===== src/rtl/rpms_consts.svh =====
// Constants for the reset, power and mode sequencer
`ifndef RPMS_CONSTS_SVH
`define RPMS_CONSTS_SVH
`define RPMS_ADDR_CTRL 8'h00
`define RPMS_ADDR_WATCHDOG_CONTROL_REG 8'h04
`define RPMS_ADDR_STAT 8'h08
`define RPMS_ADDR_CMD 8'h0C
`define RPMS_CTRL_SLOW_CLOCK_ENABLE 0
`define RPMS_CTRL_SWB 1
`define RPMS_CTRL_RING_OSC_SELECT 2
`define RPMS_CTRL_XTRC 3
`define RPMS_WATCHDOG_CONTROL_REG_POR 0
`define RPMS_WATCHDOG_CONTROL_REG_WDT 1
`define RPMS_STAT_RING_OSC_ACTIVE_STATUS 0
`define RPMS_STAT_STOP 1
`define RPMS_STAT_RST 2
`define RPMS_STAT_WARM 3
`define RPMS_CMD_STOP 0
`define RPMS_CMD_SWRST 1
`define RPMS_BOOT_ADDR 16'h8000
`define RPMS_EXT_MIN_CYC 3'h4
`define RPMS_INT_RST_CYC 3'h4
`define RPMS_ZERO16 16'h0000
`endif


===== src/rtl/rpms_pkg.sv =====
// Types for the reset, power and mode sequencer
package rpms_pkg;
   typedef struct packed {
      logic [7:0] addr;
      logic [15:0] wdata;
      logic wr;
      logic rd;
   } rpms_bus_t;
   typedef struct packed {
      logic uart_rx_en;
      logic [1:0] uart_mode;
      logic uart_tx_en;
      logic uart_tx_wr;
      logic spi_master;
      logic spi_tx_en;
      logic spi_wr;
      logic rtc_tod_alarm;
      logic rtc_tod_en;
      logic rtc_sub_alarm;
      logic rtc_sub_en;
      logic debug_enter;
   } rpms_wake_t;
   typedef enum logic [1:0] {RPMS_CLK_MAIN, RPMS_CLK_STOP, RPMS_CLK_WARM, RPMS_CLK_RING} rpms_clk_t;
endpackage : rpms_pkg


===== src/rtl/rpms_sequencer.sv =====
// Reset, power-management and stop mode sequencer
//
// Notes on behaviour
// - In reset CPU and peripherals halt; on release fetch starts at 8000h.
// - Power-up reset lasts at least the power-on delay and while supply low.
// - Brownout holds reset until supply above reset level, then warmup delay; the code waits the power-on delay count (POR_CYC) instead.
// - Leaving power-on or brownout reset sets the power-on flag; software clears.
// - In stop mode a low reset pin forces reset at once, asynchronously.
// - Reset holds while pin low; released within four clocks of pin high.
// - Internal reset causes drive the reset pin low throughout the reset.
// - Watchdog timeout puts the device into reset.
// - Watchdog reset lasts four clocks with the pin driven low.
// - Watchdog reset sets the watchdog flag; only software clears it.
// - Software-triggered internal reset enters the same reset state.
// - Slow-clock enable gives one system clock per 256 oscillator clocks.
// - Writing slow-clock enable to 0 restores full rate; every reset clears it.
// - Setting slow-clock enable is ignored while any switchback source is active.
// - With switchback enabled, a switchback condition clears slow-clock enable.
// - Sources: external interrupt, receive falling edge, transmit buffer write.
// - Sources: SPI master write, SPI slave select, RTC alarms, debug entry.
// - Setting stop halts the CPU clock and system-clocked peripherals at once.
// - An enabled external interrupt wakes stop mode; execution then continues.
// - External reset in stop wakes into reset, then boots from 8000h.
// - Stop exit with ring select 0 warms main clock on ring, then switches.
// - Stop exit with ring select 1 stays on ring, main clock kept off.
// - Switchback detection runs on the undivided clock, without added latency.
//
// Implementation choices: the register offsets and the strobed register port.
`timescale 1ns/1ps
module rpms_sequencer
   import rpms_pkg::*;
#(
   parameter int N_EXT_INT = 4,
   parameter int CLK_MHZ = 200,
   parameter int POR_DELAY_NS = 1000,
   parameter int POR_CYC = (POR_DELAY_NS * CLK_MHZ + 999) / 1000,
   parameter int WARMUP_CYC = 64,
   parameter int DIV_W = 8
) (
   input wire logic sys_clk,
   input wire logic rst_n,
   input wire logic por_ok,
   input wire logic supply_ok,
   input wire logic wdt_timeout,
   input wire logic rst_pin_in,
   output logic rst_pin_out,
   output logic rst_pin_oe,
   input wire logic [N_EXT_INT-1:0] ext_interrupt_pins,
   input wire logic [N_EXT_INT-1:0] ext_int_en,
   input wire logic serial_rx_pin,
   input wire logic spi_ssel_n_pin,
   input wire rpms_wake_t wake,
   input wire rpms_bus_t bus,
   output logic [15:0] rdata,
   output logic cpu_rst_n,
   output logic [15:0] boot_addr,
   output logic sys_clk_en,
   output logic main_clk_en,
   output logic ring_osc_en,
   output logic ext_wake
);
`include "rpms_consts.svh"
   localparam int SW = N_EXT_INT + 5;
   localparam logic [SW-1:0] SYNC_INIT = {5'b00111, {N_EXT_INT{1'b0}}};
   localparam logic [15:0] POR_LOAD = 16'(POR_CYC);
   localparam logic [15:0] WARM_LOAD = 16'(WARMUP_CYC);

   initial begin
      if (N_EXT_INT < 1 || DIV_W < 1 || POR_CYC < 1 || POR_CYC > 65535) begin
         $error("rpms_sequencer parameters out of range");
      end
      if (WARMUP_CYC < 1 || WARMUP_CYC > 65535) $error("rpms_sequencer warmup out of range");
   end

   logic [SW-1:0] pins_s;
   logic [N_EXT_INT-1:0] ext_s;
   logic rx_s, ssel_n_s, rst_pin_s, por_ok_s, supply_ok_s;
   rpms_sync2 #(.W(SW), .INIT(SYNC_INIT)) u_sync (
      .sys_clk(sys_clk),
      .rst_n(rst_n),
      .d({por_ok, supply_ok, rst_pin_in, spi_ssel_n_pin, serial_rx_pin, ext_interrupt_pins}),
      .q(pins_s)
   );
   assign {por_ok_s, supply_ok_s, rst_pin_s, ssel_n_s, rx_s, ext_s} = pins_s;

   // Reset group state
   logic [2:0] ext_cnt_reg, ext_cnt_next;
   logic [2:0] int_cnt_reg, int_cnt_next;
   logic [15:0] por_cnt_reg, por_cnt_next;
   logic pwr_cause_reg, pwr_cause_next;
   logic pin_oe_reg, pin_oe_next;
   logic cpu_rst_n_reg, cpu_rst_n_next;
   logic ext_cause, pwr_cause, int_cause, any_cause;
   logic [1:0] oe_hist_reg, oe_hist_next;
   logic ext_mask;

   // Control group state
   logic slow_clock_enable_reg, slow_clock_enable_next, swb_reg, swb_next, ring_osc_select_reg, ring_osc_select_next, xtrc_reg, xtrc_next;
   logic por_flag_reg, por_flag_next, wdt_flag_reg, wdt_flag_next;
   logic [15:0] rdata_reg, rdata_next;
   rpms_clk_t clk_reg, clk_next;
   logic [15:0] warm_cnt_reg, warm_cnt_next;
   logic [DIV_W-1:0] div_reg, div_next;
   logic sys_en_reg, sys_en_next;
   logic rx_prev_reg;
   logic sb_active, ext_int_hit, wr_ctrl, wr_watchdog_control_reg, wr_cmd, stop_req, sw_req;

   assign wr_ctrl = bus.wr && bus.addr == `RPMS_ADDR_CTRL;
   assign wr_watchdog_control_reg = bus.wr && bus.addr == `RPMS_ADDR_WATCHDOG_CONTROL_REG;
   assign wr_cmd = bus.wr && bus.addr == `RPMS_ADDR_CMD;
   assign stop_req = wr_cmd && bus.wdata[`RPMS_CMD_STOP];
   assign sw_req = wr_cmd && bus.wdata[`RPMS_CMD_SWRST];
   assign ext_int_hit = |(ext_s & ext_int_en);

   // Switchback sources, all sampled on the undivided clock
   always_comb begin
      sb_active = ext_int_hit;
      sb_active |= rx_prev_reg && !rx_s && wake.uart_mode != 2'b00 && wake.uart_rx_en;
      sb_active |= wake.uart_tx_wr && wake.uart_tx_en;
      sb_active |= wake.spi_wr && wake.spi_master && wake.spi_tx_en;
      sb_active |= !ssel_n_s && !wake.spi_master;
      sb_active |= wake.rtc_tod_alarm && wake.rtc_tod_en;
      sb_active |= wake.rtc_sub_alarm && wake.rtc_sub_en;
      sb_active |= wake.debug_enter;
   end

   assign ext_cause = ext_cnt_reg == `RPMS_EXT_MIN_CYC;
   assign pwr_cause = !por_ok_s || !supply_ok_s || por_cnt_reg != 16'h0000;
   assign int_cause = int_cnt_reg != 3'h0;
   assign any_cause = ext_cause || pwr_cause || int_cause;
   // Own pin drive reaches the synchroniser late; not an outside request
   assign ext_mask = |oe_hist_reg;

   // Reset group next values
   always_comb begin
      ext_cnt_next = 3'h0;
      if (!rst_pin_s && !ext_mask) begin
         if (clk_reg == RPMS_CLK_STOP) begin
            ext_cnt_next = `RPMS_EXT_MIN_CYC;
         end else if (ext_cnt_reg != `RPMS_EXT_MIN_CYC) begin
            ext_cnt_next = ext_cnt_reg + 3'h1;
         end else begin
            ext_cnt_next = ext_cnt_reg;
         end
      end
      int_cnt_next = int_cnt_reg;
      if (wdt_timeout || (sw_req && cpu_rst_n_reg)) begin
         int_cnt_next = `RPMS_INT_RST_CYC;
      end else if (int_cause) begin
         int_cnt_next = int_cnt_reg - 3'h1;
      end
      por_cnt_next = por_cnt_reg;
      if (!por_ok_s || !supply_ok_s) begin
         por_cnt_next = POR_LOAD;
      end else if (por_cnt_reg != 16'h0000) begin
         por_cnt_next = por_cnt_reg - 16'h0001;
      end
      pwr_cause_next = pwr_cause;
      pin_oe_next = pwr_cause || int_cause || (wdt_timeout || (sw_req && cpu_rst_n_reg));
      oe_hist_next = {oe_hist_reg[0], pin_oe_reg};
      cpu_rst_n_next = !any_cause;
   end

   always_ff @(posedge sys_clk or negedge rst_n) begin
      if (!rst_n) begin
         ext_cnt_reg <= 3'h0;
         int_cnt_reg <= 3'h0;
         por_cnt_reg <= POR_LOAD;
         pwr_cause_reg <= 1'b1;
         pin_oe_reg <= 1'b1;
         oe_hist_reg <= 2'h3;
         cpu_rst_n_reg <= 1'b0;
      end else begin
         ext_cnt_reg <= ext_cnt_next;
         int_cnt_reg <= int_cnt_next;
         por_cnt_reg <= por_cnt_next;
         pwr_cause_reg <= pwr_cause_next;
         pin_oe_reg <= pin_oe_next;
         oe_hist_reg <= oe_hist_next;
         cpu_rst_n_reg <= cpu_rst_n_next;
      end
   end

   // Control, clock and register group next values
   always_comb begin
      slow_clock_enable_next = slow_clock_enable_reg;
      swb_next = swb_reg;
      ring_osc_select_next = ring_osc_select_reg;
      xtrc_next = xtrc_reg;
      if (wr_ctrl) begin
         swb_next = bus.wdata[`RPMS_CTRL_SWB];
         ring_osc_select_next = bus.wdata[`RPMS_CTRL_RING_OSC_SELECT];
         xtrc_next = bus.wdata[`RPMS_CTRL_XTRC];
         if (!bus.wdata[`RPMS_CTRL_SLOW_CLOCK_ENABLE]) begin
            slow_clock_enable_next = 1'b0;
         end else if (!sb_active) begin
            slow_clock_enable_next = 1'b1;
         end
      end
      if (swb_reg && slow_clock_enable_reg && sb_active) slow_clock_enable_next = 1'b0;
      if (any_cause) slow_clock_enable_next = 1'b0;
      por_flag_next = por_flag_reg;
      if (wr_watchdog_control_reg && !bus.wdata[`RPMS_WATCHDOG_CONTROL_REG_POR]) por_flag_next = 1'b0;
      if (pwr_cause_reg && !pwr_cause) por_flag_next = 1'b1;
      wdt_flag_next = wdt_flag_reg;
      if (wr_watchdog_control_reg && !bus.wdata[`RPMS_WATCHDOG_CONTROL_REG_WDT]) wdt_flag_next = 1'b0;
      if (wdt_timeout) wdt_flag_next = 1'b1;
      clk_next = clk_reg;
      warm_cnt_next = warm_cnt_reg;
      case (clk_reg)
         RPMS_CLK_MAIN: begin
            if (stop_req && !any_cause) clk_next = RPMS_CLK_STOP;
         end
         RPMS_CLK_STOP: begin
            if (any_cause || ext_int_hit) begin
               if (ring_osc_select_reg) begin
                  clk_next = RPMS_CLK_RING;
               end else begin
                  clk_next = RPMS_CLK_WARM;
                  warm_cnt_next = WARM_LOAD;
               end
            end
         end
         RPMS_CLK_WARM: begin
            if (warm_cnt_reg == 16'h0001) clk_next = RPMS_CLK_MAIN;
            warm_cnt_next = warm_cnt_reg - 16'h0001;
         end
         RPMS_CLK_RING: begin
            if (stop_req && !any_cause) clk_next = RPMS_CLK_STOP;
         end
         default: clk_next = RPMS_CLK_MAIN;
      endcase
      div_next = DIV_W'(div_reg + 1'b1);
      if (!slow_clock_enable_next) div_next = '0;
      sys_en_next = clk_next != RPMS_CLK_STOP && (!slow_clock_enable_next || div_next == '0);
      rdata_next = `RPMS_ZERO16;
      if (bus.rd) begin
         case (bus.addr)
            `RPMS_ADDR_CTRL: begin
               rdata_next[`RPMS_CTRL_SLOW_CLOCK_ENABLE] = slow_clock_enable_reg;
               rdata_next[`RPMS_CTRL_SWB] = swb_reg;
               rdata_next[`RPMS_CTRL_RING_OSC_SELECT] = ring_osc_select_reg;
               rdata_next[`RPMS_CTRL_XTRC] = xtrc_reg;
            end
            `RPMS_ADDR_WATCHDOG_CONTROL_REG: begin
               rdata_next[`RPMS_WATCHDOG_CONTROL_REG_POR] = por_flag_reg;
               rdata_next[`RPMS_WATCHDOG_CONTROL_REG_WDT] = wdt_flag_reg;
            end
            `RPMS_ADDR_STAT: begin
               rdata_next[`RPMS_STAT_RING_OSC_ACTIVE_STATUS] = clk_reg == RPMS_CLK_MAIN;
               rdata_next[`RPMS_STAT_STOP] = clk_reg == RPMS_CLK_STOP;
               rdata_next[`RPMS_STAT_RST] = !cpu_rst_n_reg;
               rdata_next[`RPMS_STAT_WARM] = clk_reg == RPMS_CLK_WARM;
            end
            default: rdata_next = `RPMS_ZERO16;
         endcase
      end
   end

   always_ff @(posedge sys_clk or negedge rst_n) begin
      if (!rst_n) begin
         slow_clock_enable_reg <= 1'b0;
         swb_reg <= 1'b0;
         ring_osc_select_reg <= 1'b0;
         xtrc_reg <= 1'b0;
         por_flag_reg <= 1'b0;
         wdt_flag_reg <= 1'b0;
         clk_reg <= RPMS_CLK_MAIN;
         warm_cnt_reg <= 16'h0000;
         div_reg <= '0;
         sys_en_reg <= 1'b0;
         rdata_reg <= `RPMS_ZERO16;
         rx_prev_reg <= 1'b1;
      end else begin
         slow_clock_enable_reg <= slow_clock_enable_next;
         swb_reg <= swb_next;
         ring_osc_select_reg <= ring_osc_select_next;
         xtrc_reg <= xtrc_next;
         por_flag_reg <= por_flag_next;
         wdt_flag_reg <= wdt_flag_next;
         clk_reg <= clk_next;
         warm_cnt_reg <= warm_cnt_next;
         div_reg <= div_next;
         sys_en_reg <= sys_en_next;
         rdata_reg <= rdata_next;
         rx_prev_reg <= rx_s;
      end
   end

   // Outputs; the stop-mode pin path bypasses the clock
   assign cpu_rst_n = cpu_rst_n_reg && !(clk_reg == RPMS_CLK_STOP && !rst_pin_in);
   assign rst_pin_out = 1'b0;
   assign rst_pin_oe = pin_oe_reg;
   assign boot_addr = `RPMS_BOOT_ADDR;
   assign sys_clk_en = sys_en_reg;
   assign main_clk_en = clk_reg == RPMS_CLK_MAIN || (clk_reg == RPMS_CLK_WARM);
   assign ring_osc_en = clk_reg == RPMS_CLK_WARM || clk_reg == RPMS_CLK_RING;
   assign ext_wake = clk_reg == RPMS_CLK_STOP && ext_int_hit;
   assign rdata = rdata_reg;
endmodule : rpms_sequencer


===== src/rtl/rpms_sync2.sv =====
// Two-flop synchroniser for a group of pin levels
`timescale 1ns/1ps
module rpms_sync2 #(
   parameter int W = 1,
   parameter logic [W-1:0] INIT = '0
) (
   input wire logic sys_clk,
   input wire logic rst_n,
   input wire logic [W-1:0] d,
   output logic [W-1:0] q
);
   logic [W-1:0] meta_reg;
   logic [W-1:0] q_reg;
   initial begin
      if (W < 1) $error("rpms_sync2 width must be positive");
   end
   always_ff @(posedge sys_clk or negedge rst_n) begin
      if (!rst_n) begin
         meta_reg <= INIT;
         q_reg <= INIT;
      end else begin
         meta_reg <= d;
         q_reg <= meta_reg;
      end
   end
   assign q = q_reg;
endmodule : rpms_sync2


===== config.mk =====
export PLATFORM = sky130hd
export DESIGN_NAME = rpms_sequencer
export DESIGN_NICKNAME = d
export VERILOG_FILES = /design/src/rtl/rpms_pkg.sv /design/src/rtl/rpms_sequencer.sv /design/src/rtl/rpms_sync2.sv
export VERILOG_INCLUDE_DIRS = /design/src /design/src/rtl
export SDC_FILE = /design/constraint.sdc
export NUM_CORES = 1
export LEC_CHECK = 0
export BUFFER_PORTS_ARGS = -buffer_cell sky130_fd_sc_hd__buf_4
export CAP_MARGIN = 5
export CELL_PAD_IN_SITES_DETAIL_PLACEMENT = 1
export CELL_PAD_IN_SITES_GLOBAL_PLACEMENT = 1
export CORE_MARGIN = 2
export CORE_UTILIZATION = 30
export DETAILED_ROUTE_END_ITERATION = 8
export PLACE_DENSITY_LB_ADDON = 0.2
export SYNTH_ARGS = -nofsm -noshare
export SYNTH_HDL_FRONTEND = slang
export SYNTH_HIERARCHICAL = 1
export SYNTH_SLANG_ARGS = --single-unit

===== constraint.sdc =====
create_clock -name sys_clk -period 2.3 [get_ports sys_clk]
set_input_delay 0.115 -clock sys_clk [delete_from_list [all_inputs] [get_ports sys_clk]]
set_output_delay 0.115 -clock sys_clk [all_outputs]
set_load 0.01 [all_outputs]

# Word level (Yosys, flattened, before mapping)
# Index checks and enable logic that the tools add are counted.
dict set report totals {
  ff_bits 95
  input_bits 55
  output_inout_bits 39
  wordCells 142
}
dict set report classes {
  n_addsub 5
  eq_ne 13
  muxes 28
  bitwise_logic 8
  reduce_logical 67
}
# op count
set op_table {}
lappend op_table {{2-to-1 mux 16 bit} 4}
lappend op_table {{one-hot mux 16 bit (2 select lines)} 1}
lappend op_table {{subtractor 16 x 1 -> 16 bit (second input constant)} 2}
lappend op_table {{logical AND 1 bit} 26}
lappend op_table {{== test 16 x 1 -> 1 bit (second input constant)} 1}
lappend op_table {{== test 8 x 4 -> 1 bit (second input constant)} 2}
lappend op_table {{zero test 8 bit} 2}
lappend op_table {{nonzero test 16 bit} 1}
lappend op_table {{zero test 1 bit} 15}
lappend op_table {{2-to-1 mux 3 bit} 5}
lappend op_table {{one-hot mux 2 bit (3 select lines)} 2}
lappend op_table {{nonzero test 2 bit} 6}
lappend op_table {{logical OR 1 bit} 11}
lappend op_table {{2-to-1 mux 1 bit} 10}
lappend op_table {{adder 8 x 1 -> 8 bit (second input constant)} 1}
lappend op_table {{== test 8 x 3 -> 1 bit (second input constant)} 1}
lappend op_table {{2-to-1 mux 8 bit} 1}
lappend op_table {{OR 1 bit} 7}
lappend op_table {{2-to-1 mux 2 bit} 3}
lappend op_table {{bitwise AND 4 bit} 1}
lappend op_table {{== test 2 bit (second input constant)} 2}
lappend op_table {{2-to-1 mux 4 bit} 1}
lappend op_table {{!= test 2 bit (second input constant)} 2}
lappend op_table {{one-hot mux 2 bit (2 select lines)} 1}
lappend op_table {{other kinds (12)} 13}

# Longest topological paths before layout
# Gate-level depths: netlist of the first run.
dict set report depth {
  depth_word 20
  depth_mapped 9
  ltp_nobuf 8
}

# By module
# Netlist of the first run, hierarchy kept.
# module n_inst cells_per_inst area_per_inst_um2 seq_area_each_um2
set by_module_without_submodules {}
lappend by_module_without_submodules {rpms_sequencer 1 386 3763.6 1636.6}
lappend by_module_without_submodules {rpms_sync2 1 18 457.9 457.9}

# Worst setup path after synthesis of the first run
# OpenSTA, ideal clock, no wires.
dict set report synth_path {
  path_kind {flip-flop to flip-flop}
  start {register clk_reg[1]}
  end {register warm_cnt_reg[6]}
  setup_time_ns 0.132
  arrival_time_ns 2.052
  required_time_ns 2.168
  path_slack_ns 0.117
  stages_incl_launch_ff 9
  n_path_buf 2
  synth_period_minus_slack_ns 2.183
  path_cell_list {dfrtp_1 -> inv_1 -> ha_1 -> and2_1 -> clkbuf_1 -> or4_1 -> clkbuf_1 -> o21ai_1 -> or3b_1}
}
dict set report synth_between {
  elab_chain_cells 3
  elab_cells_between_ends 7
  cone_classes {4 x eq/ne; 1 x mux; 2 x reduce/logical}
}
# element line
set synth_lines {}
lappend synth_lines {{start: declaration} rpms_sequencer.sv:101} ;# rpms_clk_t clk_reg, clk_next;
lappend synth_lines {{start signal: assignment} rpms_sequencer.sv:281} ;# clk_reg <= clk_next;
lappend synth_lines {{== test 2 x 1 -> 1 bit / == test 2 bit (equally long branches)} rpms_sequencer.sv:210} ;# case (clk_reg)
lappend synth_lines {{!= test 2 bit (no source line) / nonzero test 2 bit (equally long branches)} --}
lappend synth_lines {{AND reduction 3 bit (no source line)} --}
lappend synth_lines {{end signal: assignment} rpms_sequencer.sv:282} ;# warm_cnt_reg <= warm_cnt_next;
lappend synth_lines {{end: declaration} rpms_sequencer.sv:102} ;# logic [15:0] warm_cnt_reg, warm_cnt_next;
# Parallel ways exist; a longest one is shown, timed or not.
# A chain may end at the register's enable or synchronous reset.

# Worst setup path in the final report of the first run
dict set report layout_path {
  start {register warm_cnt_reg[3]}
  end {register warm_cnt_reg[6]}
}
dict set report layout_between {
  elab_chain_cells 2
}
# element line
set layout_lines {}
lappend layout_lines {{subtractor 16 x 1 -> 16 bit} rpms_sequencer.sv:226} ;# warm_cnt_next = warm_cnt_reg - 16'h0001;
lappend layout_lines {{one-hot mux 16 bit (2 select lines)} rpms_sequencer.sv:210}
# No other way between the ends.

==> metrics, run 1 <==
status complete, no violations; crit path time final approximately 2.2 ns; maximum VDD drop roughly 380 µV; die height 123 µm; share of cells above drive strength 1 roughly a quarter; Final Max Slew Viols 0; CTS Buf Count 9; R2R setup slack between 0.1 and 0.15 ns; clock latency on the worst-skew pair 0.35 ns; final worst-path cycle share approximately 94%; area grow syn2layout 26.4%; R2R depth 4; WP data required approximately 2.5 ns; Clock Skews 0.00907 ns; # diodes 0; CP Launch Type register; Leak ~2.4 nW; Place WS roughly 0.045 ns; sequential share of power 41.5%; Detailed Routing Iterations Pass 1 4; FILL cells approximately 1600; clock tree buffer depth 2; vias about 3200; RR Endpoint warm_cnt_reg[6]; maximum clock frequency 0.462 GHz; area leader, netlist dfrtp_1; Setup TNS Final 0 ns; Non-Filler Instances ~680; pwr/cell area 813 nW/µm²; post-CTS setup repair buffer count 0; register area share after synthesis about half; Final ANT Viol Nets 0; top-area cell type share of the netlist area between 40% and 50%; Total Nets Final approximately 560; synthesized area per cell ~10 µm²; DRT iter0 DRCs 129; Final Hold Fails 0; Die ar. roughly 15000 µm²; post-DR vias/cell around 4.7; Post-Synthesis Cells between 400 and 500; Main synth FF type dfrtp_1; Pwr Total 4.34 mW; first-pass GRT wire length 16100 µm; max cap viols 0; total gr overflow 0; Chip Width approximately 120 µm; CTS root buf clkbuf_16; Post-synth EDFFs 0; Unique masters post-synth 61; initial antenna violation count 0; Yosys reg bits just over 80; final worst slack 0.134 ns; placed inst area approximately 5000 µm²; yosys warns 6; dpl cells around 650; worst-path fanout max 6; pin count of the biggest net entering global routing 38; GPL Wtd Cong roughly 0.76; I/O pin total 94; Cell Rows 43; actual slew at the worst max-slew pin between 0.5 and 0.6 ns; top area cells in the synthesized netlist dfrtp_1 (41%), dfstp_2 (8.7%), buf_4 (5.2%), nor2_1 (4.4%), xnor2_1 (3.9%); routed wire length approximately 9500 µm; register area about 2100 µm²; most common cell after layout, fill and taps aside buf_4; clock power share 36.6%; H-tree depth 3; FFs w/ async S/R, synth 100%; Hold Crit Class in -> reg; NetSw between 1 and 1.5 mW; Initial Util 30.5%; Critical Path Sink Type register; Critical Path Start warm_cnt_reg[3]; Num Clock Sinks a little over 80; Worst Hold Launch bus[4]; Comb power frac 21.9%; post-DR wirelength/cell ~14 µm; Clock Pin Slew Worst Setup and Hold Paths 0.06 ns; dpl hpwl around 7200 µm; Worst Hold Depth 2; WP data arrival approximately 2.4 ns; design area ~5300 µm²; highest-count cells in the layout ignoring fill and taps buf_4 (75), dfrtp_1 (69), nor2_1 (49); P_int between 3 and 4 mW; clock tree from TritonCTS yes; Slew headroom roughly 65%; WS Path Type reg -> reg; PortBufs between 50 and 60; Hold EP ring_osc_select_reg; # setup viols final 0; GRT Overall Usage 13.8%; DR DRC count 0; cell area after synthesis 4220 µm²; footprint of the multi-input gates approximately 1900 µm²; switching part of the total 28.5%; RSZ-0062 raised after global routing false; vias in the first global route approximately 3300; worst reg2reg startpoint warm_cnt_reg[3]; core area ~14000 µm²
[cell families (layout without fill, tap and decap cells)]
group           Yosys count  count (layout)  synth area share (%)
xor+xnor                 30              30                  6.22
compound gates           50              50                  8.12
buf+inv                  55             121                  7.71
fa+ha+maj                12              12                  3.56
simple gates            165             165                  22.9
mux                       7               7                  1.75
other cells               2              29                 0.178
flops                    83              83                  49.6
[cells in the mapped netlist (3+ instances only)]
cell / n
a21oi_1: 9
a22oi_1: 3
a31oi_1: 4
and2_1: 5
and3_1: 5
buf_4: 29
clkbuf_1: 6
dfrtp_1: 69
dfstp_2: 14
ha_1: 12
inv_1: 17
mux2_2: 3
mux2i_1: 4
nand2_1: 19
nand2b_1: 5
nand3_1: 18
nor2_1: 49
nor2b_1: 10
nor3_1: 13
nor4_1: 5
nor4_2: 3
nor4_4: 3
o21ai_0: 4
o21ai_1: 9
o31ai_1: 5
or3_1: 5
or4_1: 5
xnor2_1: 19
xor2_1: 11
[per-stage QoR]
step	util [%]	hold WS (ns)
4_1_cts	38.5	0.00365
3_3_place_gp	35.2	0.133
5_1_grt	38.6	0.0155
6_report	38.6	0.0138
2_1_floorplan	-	-0.181
3_5_place_dp	35.2	0.140
[worst max path at each step]
stage | cells past startpoint | end | slack [ns]
finish | 4 | warm_cnt_reg[6] | 0.13
global route | 6 | warm_cnt_reg[6] | 0.02
CTS | 9 | warm_cnt_reg[4] | 0.01
detailed placement | 9 | warm_cnt_reg[4] | 0.04
global placement | 8 | por_cnt_reg[4] | 0.12
floorplan | 8 | warm_cnt_reg[6] | 0.12
[routing by layer]
| metal | share of wire (%) | up-vias | global-route usage (%) |
|---|---|---|---|
| met3 | 3.6 | 11 | 2.83 |
| met1 | 44 | 1574 | 17.1 |
| met5 | 0 | - | 0 |
| met4 | 2.0 | 0 | 6.32 |
| li1 | - | 1511 | - |
| met2 | 51 | 57 | 23.0 |
[power groups by stage]
stage               Combinational [mW]  Sequential (mW)  Clock (mW)
detailed placement               0.944             1.83           0
CTS                              0.966             1.80        1.65
floorplan                        0.659             1.79           0
global placement                 0.911             1.81           0
global route                      1.09             1.83        1.70
finish                           0.951             1.80        1.59
[timing repair]
item	4_1_cts	5_1_grt
hold buffers	12	0
hold endpoints to repair	46	0
resized for setup	0	4
endpoints found under the setup margin	0	16
[layout make-up]
cell class / count / share of cell area [%]
Inverter: 17 / 1.20
Clock buffer: 12 / 4.81
Sequential cell: 83 / 39.2
Timing Repair Buffer: 88 / 13.2
Tap cell: 180 / 4.22
Multi-Input combinational cell: 293 / 36.0
Clock inverter: 4 / 1.36
[critical path, stage by stage, from the launching register on]
cell	delay, ns
dfrtp_1	0.43
or3_1	0.42
or4_1	0.68
o21ai_1	0.16
or3b_1	0.35
Power figures use the tool's default switching activity.
==> inputs of run 2 (changes only) <==
clock period = 2.55 ns   (was 2.3 ns; I/O delays follow)
==> metrics, run 2 (synthesis results as in run 1) <==
DR DRC count 0 (unchanged); final worst slack 0.263 ns (+0.129 ns); P_int 2.54 mW (-18%); Num Clock Sinks 83 (unchanged); most common cell after layout, fill and taps aside dfrtp_1; worst reg2reg startpoint clk_reg[1]; initial antenna violation count 0 (unchanged); Worst Hold Launch bus[4]; Chip Width 123 µm (unchanged); final worst-path cycle share 89.7% (-4.5 points); post-DR vias/cell 4.63 (-0.65%); WP data required 2.78 ns (+0.26 ns); first-pass GRT wire length 16300 µm (+1.3%); clock tree buffer depth 2 (unchanged); Critical Path Sink Type register; WP data arrival 2.52 ns (+0.13 ns); # diodes 0 (unchanged); share of cells above drive strength 1 23.2% (-2.6 points); Cell Rows 43 (unchanged); CP delay by family, top simple AND/OR/NAND/NOR gates; worst-path fanout max 9 (+3); # setup viols final 0 (unchanged); Initial Util 30.5% (unchanged); dpl hpwl 7110 µm (-0.65%); design area 5190 µm² (-2.8%); CTS root buf clkbuf_16; CP Launch Type register; post-DR wirelength/cell 14.4 µm (+2.5%); hold slack 0.0191 ns (+0.00530 ns); pwr/cell area 703 nW/µm² (-14%); Hold Crit Class in -> reg; met2 routed WL 4810 µm (-0.31%); total gr overflow 0 (unchanged); Setup TNS Final 0 ns (unchanged); status complete, no violations; Clock Skews 0.0127 ns (+0.00366 ns); crit path buf inv count 1 (+1); DRT iter0 DRCs 101 (-22%); RR Endpoint warm_cnt_reg[6]; cell chain of the critical path inv_1, ha_1, and2_1, or4_1, o21ai_1, or3b_1; Worst Hold Depth 2 (unchanged); vias in the first global route 3308 (-0.93%); Total Nets Final 550 (-1.6%); vias 3091 (-2.0%); switching part of the total 30.2% (+1.7 points); Comb power frac 22.3% (+0.4 points); pin count of the biggest net entering global routing 53 (+39%); maximum VDD drop 284 µV (-25%); H-tree depth 3 (unchanged); sequential share of power 44.7% (+3.2 points); max cap viols 0 (unchanged); NetSw 1.10 mW (-11%); crit path time final 2.29 ns (+0.121 ns); FILL cells 1539 (-1.2%); highest-count cells in the layout ignoring fill and taps dfrtp_1 (69), buf_4 (67), nor2_1 (49); Slew headroom 62.3% (-2.3 points); highest routed layer met4; post-CTS sizing 0 (unchanged); R2R depth 6 (+2); I/O pin total 94 (unchanged); placed inst area 4810 µm² (-1.2%); Clock Pin Slew Worst Setup and Hold Paths 0.07 ns (about the same); slowest CP cell or4_1; routed wire length 9630 µm (+1.1%); WL met3 433 µm (+27%); GRT Overall Usage 14.1% (+0.34 points); largest stage delay on the critical path 0.67 ns (about the same); area grow syn2layout 22.9%; WS Path Type reg -> reg; maximum clock frequency 0.437 GHz (-5.3%); Die ar. 15000 µm² (unchanged); clock tree from TritonCTS yes; clock power share 33.0% (-3.6 points); Leak 2.28 nW (-3.6%); RSZ-0062 raised after global routing false; PortBufs 52 (unchanged); GPL Wtd Cong 0.763 (+0.43%); Detailed Routing Iterations Pass 1 4 (unchanged); CTS Hold Bufs 11 (-1); core area 13800 µm² (unchanged); met1 wire length 4250 µm (+1.9%); R2R setup slack 0.26 ns (+0.13 ns); Pwr Total 3.64 mW (-16%); die height 123 µm (unchanged); CTS Buf Count 9 (unchanged); Place WS 0.244 ns (+0.199 ns); Hold EP ring_osc_select_reg; clock latency on the worst-skew pair 0.35 ns (about the same); post-CTS setup repair buffer count 0 (unchanged); Final Hold Fails 0 (unchanged); Final ANT Viol Nets 0 (unchanged); Final Max Slew Viols 0 (unchanged); actual slew at the worst max-slew pin 0.551 ns (+0.0207 ns)
-- run 2: worst register-to-register path: stages, from the launching register on --
cell and delay, ns:
dfrtp_1 0.41, inv_1 0.08, ha_1 0.29, and2_1 0.21
or4_1 0.67, o21ai_1 0.17, or3b_1 0.35
-- run 2: layer usage --
metal,up-vias,GRT usage (%)
met5,-,0
met4,0,5.17
met3,9,4.23
met2,57,23.4
met1,1533,17.3
li1,1492,-
-- run 2: final cells by class --
type | count | area [µm²] | share of cell area [%]
clock buffer | 14 | 254 | 4.90
sequential | 83 | 2090 | 40.4
multi-input combinational | 293 | 1900 | 36.7
clock inverter | 2 | 12.5 | 0.241
timing repair buffer | 79 | 633 | 12.2
inverter | 17 | 63.8 | 1.23
tap | 180 | 225 | 4.34
-- run 2: how the worst max path moves through the flow --
stage,from,end,slack (ns),cells past startpoint
floorplan,clk_reg[1],warm_cnt_reg[6],0.37,8
global placement,clk_reg[1],warm_cnt_reg[6],0.28,6
detailed placement,clk_reg[1],warm_cnt_reg[6],0.24,6
CTS,clk_reg[1],warm_cnt_reg[6],0.24,6
global route,por_cnt_reg[0],por_cnt_reg[8],0.10,9
finish,clk_reg[1],warm_cnt_reg[6],0.26,6
-- run 2: power by group through the flow --
stage          Combinational, mW  Sequential (mW)  Clock (mW)
4_1_cts                    0.832             1.63        1.25
6_report                   0.814             1.63        1.20
5_1_grt                    0.942             1.66        1.31
3_3_place_gp               0.786             1.64           0
2_1_floorplan              0.594             1.61           0
3_5_place_dp               0.814             1.65           0
-- run 2: through the flow --
stage | std cells | utilization, %
after floorplan | 431 | -
after global placement | 641 | 34.8
after detailed placement | 641 | 34.8
after CTS | 668 | 37.5
after global routing | 668 | 37.5
final | 668 | 37.5
==> inputs of run 3 (changes only) <==
CORE_UTILIZATION = 45   (was 30)
==> metrics, run 3 (synthesis results as in run 1) <==
status complete, no violations; initial antenna violation count 0 (unchanged); post-DR vias/cell 5.25 (+13%); I/O pin total 94 (unchanged); Chip Width 101 µm (-18%); Clock Skews 0.00855 ns (-0.00418 ns); DR DRC count 0 (unchanged); maximum VDD drop 343 µV (+21%); Hold Crit Class in -> reg; Critical Path Start por_cnt_reg[0]; Num Clock Sinks 83 (unchanged); Setup TNS Final 0 ns (unchanged); share of cells above drive strength 1 23.1% (-0.063 points); vias 3130 (+1.3%); Slew headroom 32.8% (-30 points); vias in the first global route 3270 (-1.1%); R2R setup slack 0.27 ns (about the same); WS Path Type reg -> reg; Cell Rows 35 (-19%); worst reg2reg startpoint por_cnt_reg[0]; Total Nets Final 547 (-0.55%); clock tree buffer depth 2 (unchanged); actual slew at the worst max-slew pin 1.01 ns (+0.457 ns); FILL cells 1016 (-34%); max cap viols 0 (unchanged); GRT Overall Usage 19.4% (+5.3 points); Worst Hold Launch bus[20]; PortBufs 52 (unchanged); design area 5030 µm² (-3.0%); worst-path fanout max 11 (+2); # diodes 0 (unchanged); dpl hpwl 6620 µm (-6.8%); maximum clock frequency 0.438 GHz (+0.24%); total gr overflow 0 (unchanged); WP data arrival 2.51 ns (about the same); dpl cells 568 (-11%); Final ANT Viol Nets 0 (unchanged); die height 101 µm (-18%); post-DR wirelength/cell 15.6 µm (+8.6%); crit path time final 2.28 ns (-0.00552 ns); WP data required 2.78 ns (about the same); CTS root buf clkbuf_8; post-CTS sizing 0 (unchanged); clock latency on the worst-skew pair 0.35 ns (about the same); CP Launch Type register; pwr/cell area 695 nW/µm² (-1.1%); core area 9150 µm² (-34%); pin count of the biggest net entering global routing 80 (+51%); Final Max Slew Viols 0 (unchanged); final worst slack 0.268 ns (+0.00552 ns); Non-Filler Instances 596 (-11%); Pwr Total 3.50 mW (-4.1%); Leak 2.25 nW (-1.2%); Initial Util 46.1% (+16 points); clock tree from TritonCTS yes; area grow syn2layout 19.2%; GPL Wtd Cong 0.828 (+8.6%); Die ar. 10200 µm² (-32%); # setup viols final 0 (unchanged); Place WS 0.265 ns (+0.0210 ns); first-pass GRT wire length 15400 µm (-5.8%); final worst-path cycle share 89.5% (-0.22 points); post-CTS setup repair buffer count 0 (unchanged); routed wire length 9320 µm (-3.1%); RSZ-0062 raised after global routing false; most common cell after layout, fill and taps aside dfrtp_1; H-tree depth 3 (unchanged); highest-count cells in the layout ignoring fill and taps dfrtp_1 (69), buf_4 (64), nor2_1 (49); placed inst area 4680 µm² (-2.7%); CTS Hold Bufs 12 (+1); Critical Path Sink Type register; Final Hold Fails 0 (unchanged); CTS Buf Count 9 (unchanged); Clock Pin Slew Worst Setup and Hold Paths 0.09 ns (+0.02 ns); Detailed Routing Iterations Pass 1 4 (unchanged); DRT iter0 DRCs 102 (+0.99%)
[run 3: area by class of cell]
| type | instances | area, µm² | area share, % |
|---|---|---|---|
| tap | 111 | 139 | 2.76 |
| clock inverter | 4 | 52.6 | 1.04 |
| multi-input combinational | 293 | 1900 | 37.8 |
| timing repair buffer | 76 | 601 | 11.9 |
| inverter | 17 | 63.8 | 1.27 |
| clock buffer | 12 | 178 | 3.53 |
| sequential | 83 | 2090 | 41.6 |
[run 3: through the flow]
stage	utilization, %	hold slack [ns]
2_1_floorplan	-	-0.168
3_3_place_gp	51.1	0.236
3_5_place_dp	51.1	0.237
4_1_cts	55.0	0.00407
5_1_grt	55.0	0.0159
6_report	55.0	0.0271
[run 3: final timing paths]
check	end	depth (start not counted)
worst max-delay path	por_cnt_reg[4]	8
worst min register to register	u_sync/q[1]	0
min in group asynchronous	ext_cnt_reg[2]	2
worst max register to register	por_cnt_reg[4]	8
max in group asynchronous	u_sync/meta_reg[5]	3
worst min-delay path	rdata[3]	2
[run 3: power breakdown]
| part | leakage, nW | switching [mW] | internal, mW | total (mW) |
|---|---|---|---|---|
| Clock | 0.117 | 0.489 | 0.576 | 1.06 |
| Combinational | 1.09 | 0.438 | 0.370 | 0.807 |
| Sequential | 1.04 | 0.144 | 1.48 | 1.62 |
[run 3: routing by layer]
| metal | share of wire [%] | up-vias | track usage, % |
|---|---|---|---|
| met4 | 1.0 | 0 | 6.32 |
| li1 | - | 1489 | - |
| met5 | 0 | - | 0 |
| met1 | 43 | 1573 | 23.0 |
| met2 | 52 | 59 | 34.9 |
| met3 | 3.8 | 9 | 4.37 |
[run 3: critical path, stage by stage (launching register included)]
cell	delay, ns
dfrtp_1	0.41
inv_1	0.07
ha_1	0.15
nor2b_1	0.27
nand3_4	0.22
or3_1	0.58
and3b_1	0.27
xnor2_1	0.13
nor2_1	0.05
